[src/core/tsp_pkg.sv]
/*
 * Constants for the three-wire serial port: register indices, field positions,
 * reset values and the master clock divider.
 * Assumes pclk is the internal E clock.
 */
`default_nettype none
package tsp_pkg;
   // ---------------------------------------------------------------
   // register map (index; byte address is four times the index)
   // ---------------------------------------------------------------
   localparam int unsigned ADDR_W = 8;
   localparam logic [5:0] IDX_CONTROL = 6'h10;
   localparam logic [5:0] IDX_STATUS = 6'h11;
   localparam logic [5:0] IDX_DATA = 6'h12;
   // ---------------------------------------------------------------
   // field positions
   // ---------------------------------------------------------------
   localparam int unsigned CTL_IRQ_EN_BIT = 7;
   localparam int unsigned CTL_PORT_EN_BIT = 6;
   localparam int unsigned CTL_MASTER_BIT = 4;
   localparam int unsigned STS_COMPLETE_BIT = 7;
   localparam int unsigned STS_COLLISION_BIT = 6;
   // ---------------------------------------------------------------
   // reset values and timing
   // ---------------------------------------------------------------
   localparam logic [7:0] RST_CONTROL = 8'h00;
   localparam logic [7:0] RST_DATA = 8'h00;
   localparam int unsigned CLK_PERIOD_NS = 20;
   localparam int unsigned MASTER_DIV = 4;
   localparam int unsigned HALF_CYCLES = MASTER_DIV / 2;
   localparam logic [1:0] HALF_LAST = 2'(HALF_CYCLES - 1);
   localparam logic [3:0] BYTE_BITS = 4'h8;
   localparam logic [4:0] LAST_HALF = 5'h0F;
   // ---------------------------------------------------------------
   // state
   // ---------------------------------------------------------------
   typedef struct packed {
      logic irq_en;
      logic port_en;
      logic master_select;
      logic [7:0] shreg;
      logic rx_bit;
      logic [7:0] rxbuf;
      logic [3:0] bitcnt;
      logic busy;
      logic flag;
      logic coll;
      logic seen;
      logic sck_prev;
      logic sck_o;
      logic mrun;
      logic [1:0] div;
      logic [4:0] hcnt;
      logic ser_oe;
      logic clk_oe;
      logic irq;
      logic pready;
      logic pslverr;
      logic [31:0] prdata;
   } tsp_state_t;
endpackage : tsp_pkg
`default_nettype wire

[src/core/tsp_serial_port.sv]
/*
 * Three-wire serial port: one 8-bit full-duplex exchange per transfer, MSB first,
 * master or slave, with an APB register slave.
 * Assumes all pin inputs are synchronous to pclk (the E clock); pin drive is
 * resolved outside from the output enables.
 */
//
// Overview of operation
// serial clock idles high between transfers
// first falling edge starts, MSB presented
// input bit sampled on rising edge
// later falling edges shift; end after LSB
// master drives clock at E over four
// MSB first; idle output is last stage
// data write loads shifter; master starts
// byte done: copy to buffer, set flag
// slave shifts on external clock
// data pins keep roles in master mode
// enabled flag raises interrupt request
// port enable sets pin directions
// port disable releases pins, aborts transfer
// master select writable anytime; clear aborts
// flag set at exchange end, reset clears
// flag cleared by status then data access
// master writes blocked until status read
// data access mid-transfer sets collision
// collision clears like flag; may reset
// slave write loads but never starts
// overrun keeps first byte in buffer
// transmit write goes straight to shifter
// master clock four cycles, even phases
`timescale 1ns/1ps
`default_nettype none
module tsp_serial_port
   import tsp_pkg::*;
(
   input wire logic pclk,
   input wire logic presetn,
   input wire logic psel,
   input wire logic penable,
   input wire logic pwrite,
   input wire logic [ADDR_W-1:0] paddr,
   input wire logic [31:0] pwdata,
   output logic [31:0] prdata,
   output logic pready,
   output logic pslverr,
   input wire logic ser_in,
   output logic ser_out,
   output logic ser_out_oe,
   input wire logic clk_in,
   output logic clk_out,
   output logic clk_oe,
   output logic xfer_irq
);
   tsp_state_t st;
   tsp_state_t next_st;

   // ---------------------------------------------------------------
   // bus decode
   // ---------------------------------------------------------------
   logic access;
   logic setup;
   logic aligned;
   logic hit_ctl;
   logic hit_sts;
   logic hit_dat;
   logic data_acc;
   logic wr_data;
   logic stat_rd;
   logic sck_eff;
   logic fall;
   logic rise;
   logic done;
   logic abort;
   logic [7:0] rx_byte;

   assign access = psel && penable && st.pready;
   assign setup = psel && !penable;
   assign aligned = (paddr[1:0] == 2'h0);
   assign hit_ctl = aligned && (paddr[7:2] == IDX_CONTROL);
   assign hit_sts = aligned && (paddr[7:2] == IDX_STATUS);
   assign hit_dat = aligned && (paddr[7:2] == IDX_DATA);
   assign data_acc = access && hit_dat;
   assign wr_data = data_acc && pwrite;
   assign stat_rd = access && hit_sts && !pwrite;

   // slave follows the pin, master follows its own generator
   assign sck_eff = st.master_select ? st.sck_o : clk_in;
   assign fall = st.port_en && st.sck_prev && !sck_eff;
   assign rise = st.port_en && !st.sck_prev && sck_eff;
   assign rx_byte = {st.shreg[6:0], ser_in};
   assign done = rise && (st.bitcnt == BYTE_BITS - 4'h1);

   // ---------------------------------------------------------------
   // next state
   // ---------------------------------------------------------------
   always_comb begin
      next_st = st;
      abort = 1'b0;
      next_st.sck_prev = sck_eff;
      next_st.pready = setup && !st.pready;
      next_st.pslverr = setup && !(hit_ctl || hit_sts || hit_dat);
      if (setup) begin
         next_st.prdata = 32'h0000_0000;
         if (hit_ctl) begin
            next_st.prdata[CTL_IRQ_EN_BIT] = st.irq_en;
            next_st.prdata[CTL_PORT_EN_BIT] = st.port_en;
            next_st.prdata[CTL_MASTER_BIT] = st.master_select;
         end else if (hit_sts) begin
            next_st.prdata[STS_COMPLETE_BIT] = st.flag;
            next_st.prdata[STS_COLLISION_BIT] = st.coll;
         end else if (hit_dat) begin
            next_st.prdata[7:0] = st.rxbuf;
         end
      end
      if (access && pwrite && hit_ctl) begin
         next_st.irq_en = pwdata[CTL_IRQ_EN_BIT];
         next_st.port_en = pwdata[CTL_PORT_EN_BIT];
         next_st.master_select = pwdata[CTL_MASTER_BIT];
         abort = (st.port_en && !pwdata[CTL_PORT_EN_BIT]) ||
                 (st.master_select && !pwdata[CTL_MASTER_BIT]);
      end

      // clear sequence: status read with flag set arms, data access clears
      if (stat_rd && st.flag) begin
         next_st.seen = 1'b1;
      end
      if (data_acc && st.seen) begin
         next_st.flag = 1'b0;
         next_st.coll = 1'b0;
         next_st.seen = 1'b0;
      end

      // transmit load; no buffer, the byte goes straight to the shifter
      if (wr_data && !(st.master_select && st.flag && !st.seen)) begin
         next_st.shreg = pwdata[7:0];
         if (st.master_select && st.port_en && !st.busy && !st.mrun) begin
            next_st.mrun = 1'b1;
            next_st.div = 2'h0;
            next_st.hcnt = 5'h00;
            next_st.sck_o = 1'b1;
         end
      end

      // master clock: toggle every half period, 16 halves per byte
      if (st.mrun) begin
         next_st.div = st.div + 2'h1;
         if (st.div == HALF_LAST) begin
            next_st.div = 2'h0;
            next_st.sck_o = !st.sck_o;
            next_st.hcnt = st.hcnt + 5'h01;
            if (st.hcnt == LAST_HALF) begin
               next_st.mrun = 1'b0;
            end
         end
      end

      // shifting
      if (fall) begin
         if (!st.busy) begin
            next_st.busy = 1'b1;
         end else begin
            next_st.shreg = {st.shreg[6:0], st.rx_bit};
         end
      end
      if (rise && st.busy) begin
         next_st.rx_bit = ser_in;
         next_st.bitcnt = st.bitcnt + 4'h1;
         if (done) begin
            next_st.shreg = rx_byte;
            next_st.bitcnt = 4'h0;
            next_st.busy = 1'b0;
            next_st.flag = 1'b1;
            if (!st.flag) begin
               next_st.rxbuf = rx_byte;
            end
         end
      end

      // collision set wins over the clear in the same cycle
      if (data_acc && st.busy) begin
         next_st.coll = 1'b1;
      end

      // an abort drops the bit count but keeps flags and buffer
      if (abort) begin
         next_st.busy = 1'b0;
         next_st.bitcnt = 4'h0;
         next_st.mrun = 1'b0;
         next_st.sck_o = 1'b1;
      end
      next_st.ser_oe = next_st.port_en;
      next_st.clk_oe = next_st.port_en && next_st.master_select;
      next_st.irq = next_st.irq_en && next_st.flag;
   end

   // ---------------------------------------------------------------
   // state register
   // ---------------------------------------------------------------
   always_ff @(posedge pclk or negedge presetn) begin
      if (!presetn) begin
         st <= '0;
         st.irq_en <= RST_CONTROL[CTL_IRQ_EN_BIT];
         st.port_en <= RST_CONTROL[CTL_PORT_EN_BIT];
         st.master_select <= RST_CONTROL[CTL_MASTER_BIT];
         st.shreg <= RST_DATA;
         st.rxbuf <= RST_DATA;
         st.sck_prev <= 1'b1;
         st.sck_o <= 1'b1;
      end else begin
         st <= next_st;
      end
   end

   assign prdata = st.prdata;
   assign pready = st.pready;
   assign pslverr = st.pslverr;
   assign ser_out = st.shreg[7];
   assign ser_out_oe = st.ser_oe;
   assign clk_out = st.sck_o;
   assign clk_oe = st.clk_oe;
   assign xfer_irq = st.irq;
endmodule : tsp_serial_port
`default_nettype wire

[config.mk]
export PLATFORM = sky130hd
export DESIGN_NAME = tsp_serial_port
export DESIGN_NICKNAME = d
export VERILOG_FILES = /design/src/core/tsp_pkg.sv /design/src/core/tsp_serial_port.sv
export SDC_FILE = /design/constraint.sdc
export NUM_CORES = 1
export LEC_CHECK = 0
export ABC_AREA = 1
export ABC_CLOCK_PERIOD_IN_PS = 2270
export BUFFER_PORTS_ARGS = -buffer_cell sky130_fd_sc_hd__buf_2
export CAP_MARGIN = 15
export CORE_AREA = 3 3 75 77
export DETAILED_ROUTE_END_ITERATION = 8
export DIE_AREA = 0 0 78 80
export PLACE_DENSITY = 0.84
export SYNTH_ARGS = -nofsm -noshare
export SYNTH_HDL_FRONTEND = slang
export SYNTH_SLANG_ARGS = --single-unit
[constraint.sdc]
create_clock -name pclk -period 2.27 [get_ports pclk]
set_clock_uncertainty 0.15 [all_clocks]
set_input_delay 0.3405 -clock pclk [delete_from_list [all_inputs] [get_ports pclk]]
set_output_delay 0.3405 -clock pclk [all_outputs]
set_load 0.01 [all_outputs]
==> metrics.csv <==
stage,metric,value,unit
layout,fin_area,3000,um2
power_and_ir_drop,powerDensity,548,nW/um2
cts,cts_tree,done,
timing,whs,0.130,ns
logic_synthesis,synth_largest_area_cell,dfrtp_1,
setup_path,start_kind,flip-flop,
floorplanning,die_h,80,um
power_and_ir_drop,swShare,0.256,
setup_path,critical_path_class,flip-flop to flip-flop,
timing,tightest_slew,0.608,ns
timing,rsz0062_at_grt,false,
logic_synthesis,avgSynthCellArea,7.96,um2
logic_synthesis,synthTopCellsByArea,"dfrtp_1 (43%), nand2_1 (13%), buf_4 (8.7%), inv_1 (6.6%), nand3_1 (4.7%)",
min_path,holdCritPathClass,input pin to flip-flop,
routing,vias,2104,
setup_path,path_common_cell,ha_1,
logic_synthesis,synth_cell_types,32,
setup_path,cp_max_fo,4,
routing,drc,0,
floorplanning,row_count,26,
power_and_ir_drop,fin_total_pwr,1.64,mW
cts,cts_hold_buf,1,
grt,grt_pass1_wl,8.78,mm
routing,avgViaCountPerCell,4.62,
timing,finalSetupViolations,0,
floorplanning,coreArea,5070,um2
power_and_ir_drop,combPwrFrac,0.094,
power_and_ir_drop,p_int,1.22,mW
grt,grt_max_degree,51,
logic_synthesis,synthCells,348,
power_and_ir_drop,power.switching,0.420,mW
cts,htreeDepth,2,
outcome,status,completed,
power_and_ir_drop,p_leak,1.66,nW
layout,drive_gt1_frac,0.216,
logic_synthesis,ys_seq_elements,50,
routing,antenna_left,0,
timing,hold_viol_final,0,
logic_synthesis,syn_area,2770,um2
place,dpl_cell_area,2890,um2
logic_synthesis,synth_top_area_frac,0.434,
setup_path,crit_required,2.37,ns
layout,multi_input_area,1130,um2
layout,register_area,1250,um2
layout,nFillCells,450,
routing,wire_per_inst,10.9,um
routing,drt_iter0_markers,108,
timing,fin_crit,1.63,ns
place,port_buffers,37,
timing,finalCritPeriodShare,0.719,
setup_path,end_kind,flip-flop,
layout,antenna_cells,0,
cts,clk_pin_slew_worst_paths,0.09,ns
grt,grt_usage,0.176,
cts,postCtsResizedCells,0,
grt,grt_pass1_vias,2024,
setup_path,critPathSlowestCell,dfrtp_1,
cts,clock_latency,0.30,ns
timing,slew_headroom,0.595,
run,maxCapViolations,0,
timing,timing.fmax,0.613,GHz
routing,drt_first_pass_iters,4,
setup_path,regToRegStartpoint,st[37]$_DFF_PN0_,
layout,mostFrequentLayoutCells,"nand2_1 (93), inv_1 (49), dfrtp_1 (48)",
power_and_ir_drop,peakVddDrop,0.264,mV
cts,cts.root.buffer_cell,clkbuf_8,
power_and_ir_drop,seq_power_share,0.570,
setup_path,critPathLaunch,st[37]$_DFF_PN0_,
floorplanning,die_area,6240,um2
cts,cts_sinks,50,
cts,post-cts-setup-buffers,0,
grt,gr-total-overflow,0,
floorplanning,initial_core_util,0.546,
cts,cts_buffers,5,
setup_path,arrival,1.73,ns
power_and_ir_drop,clkPwrFrac,0.336,
logic_synthesis,ys_seq_area_frac,0.453,
place,dp_hpwl,3.79,mm
min_path,worstHoldStart,clk_in,
floorplanning,io_pins,86,
cts,clk_path_buf_depth,2,
timing,maxSlewViolCount,0,
routing,drt_wl_total,4.97,mm
layout,layout_commonest_cell,nand2_1,
place,finalWeightedCongestion,0.780,
grt,antenna_found_initial,0,
setup_path,cpPeakStageDelay,0.42,ns
layout,finalNetCount,434,
timing,tns,0,ns
logic_synthesis,synth_warnings,0,
floorplanning,die_w,78,um
layout,syn_to_final_growth,8.18,%
setup_path,cp_cell_sequence,"ha_1, and3_1, ha_1, or2_2, nand2_1",
## worst paths after layout
path / to / cells after the start / slack, ns
max: st[41]$_DFF_PN0_ / 5 / 0.64
min: st[46]$_DFF_PN1_ / 3 / 0.13
max reg2reg: st[41]$_DFF_PN0_ / 5 / 0.64
min reg2reg: pready$_DFF_PN0_ / 1 / 0.31
max in group asynchronous: prdata[1]$_DFFE_PN0P_ / 3 / 1.05
min in group asynchronous: st[37]$_DFF_PN0_ / 3 / 0.51
## sequential cells by signal, indices dropped and copies added, names as in the netlist
| signal | count |
|---|---|
| ser_out_oe | 1 |
| clk_oe | 1 |
| pready | 1 |
| clk_out | 1 |
| pslverr | 1 |
| st | 28 |
| ser_out | 1 |
| rx_byte | 7 |
| xfer_irq | 1 |
| prdata | 8 |
## Yosys cell counts
cell / n
inv_4: 1
nor2_8: 1
nand3_1: 26
nor2_1: 22
nor2_4: 2
o21ai_2: 6
o21ai_1: 3
nand2_4: 3
nor3_1: 2
xor2_1: 3
o22ai_1: 1
nand3_4: 1
nand2_2: 6
buf_2: 1
dfstp_2: 2
conb_1: 1
and3_1: 2
or2_2: 2
o21ai_0: 8
dfrtp_1: 48
buf_4: 32
nor2_2: 4
nand4_1: 7
nand2_1: 93
inv_1: 49
inv_2: 6
ha_1: 3
clkinv_1: 1
nor3_2: 1
a21oi_1: 9
nand3_2: 1
buf_6: 1
## cell families after synthesis
family          Yosys count  share of synthesized area
simple gates            173                      0.295
buf+inv                  91                      0.171
flops                    50                      0.453
compound gates           27                     0.0574
xor+xnor                  3                    0.00949
fa+ha+maj                 3                     0.0136
other cells               1                    0.00135
## power groups by stage
stage          registers [mW]  clock network, mW  logic, mW
6_report                0.935              0.552      0.154
5_1_grt                 0.939              0.611      0.180
4_1_cts                 0.935              0.572      0.157
3_5_place_dp            0.953                  0      0.154
3_3_place_gp            0.951                  0      0.150
2_1_floorplan           0.951                  0      0.127
## critical path, delay by kind of cell, from the launching register on
family                     cells  cell delay, ns
DFF                            1            0.42
adders and majority gates      2            0.48
and+or+nand+nor                3            0.52
## metal layers
metal  up-vias  global-route usage  wire length, um
li1       1088                   -                -
met1       956               0.225             2330
met2        54               0.295             2330
met3         6              0.0316              229
met4         0              0.0717               83
met5         -                   0                0
## stage by stage
| stage | setup WS [ns] | utilization | std cells |
|---|---|---|---|
| after floorplan | 0.679 | - | 371 |
| after global routing | 0.467 | 0.590 | 455 |
| final | 0.638 | 0.590 | 455 |
| after detailed placement | 0.487 | 0.569 | 446 |
| after global placement | 0.511 | 0.569 | 446 |
| after CTS | 0.624 | 0.590 | 455 |
## cell type report
type                    count  area share
clock buffers               6      0.0276
clock inverters             2     0.00543
flip-flops and latches     50       0.418
well taps                  70      0.0292
multi-input cells         230       0.377
repair buffers             40      0.0701
inverters                  57      0.0722
(Power assumes the default switching activity.)
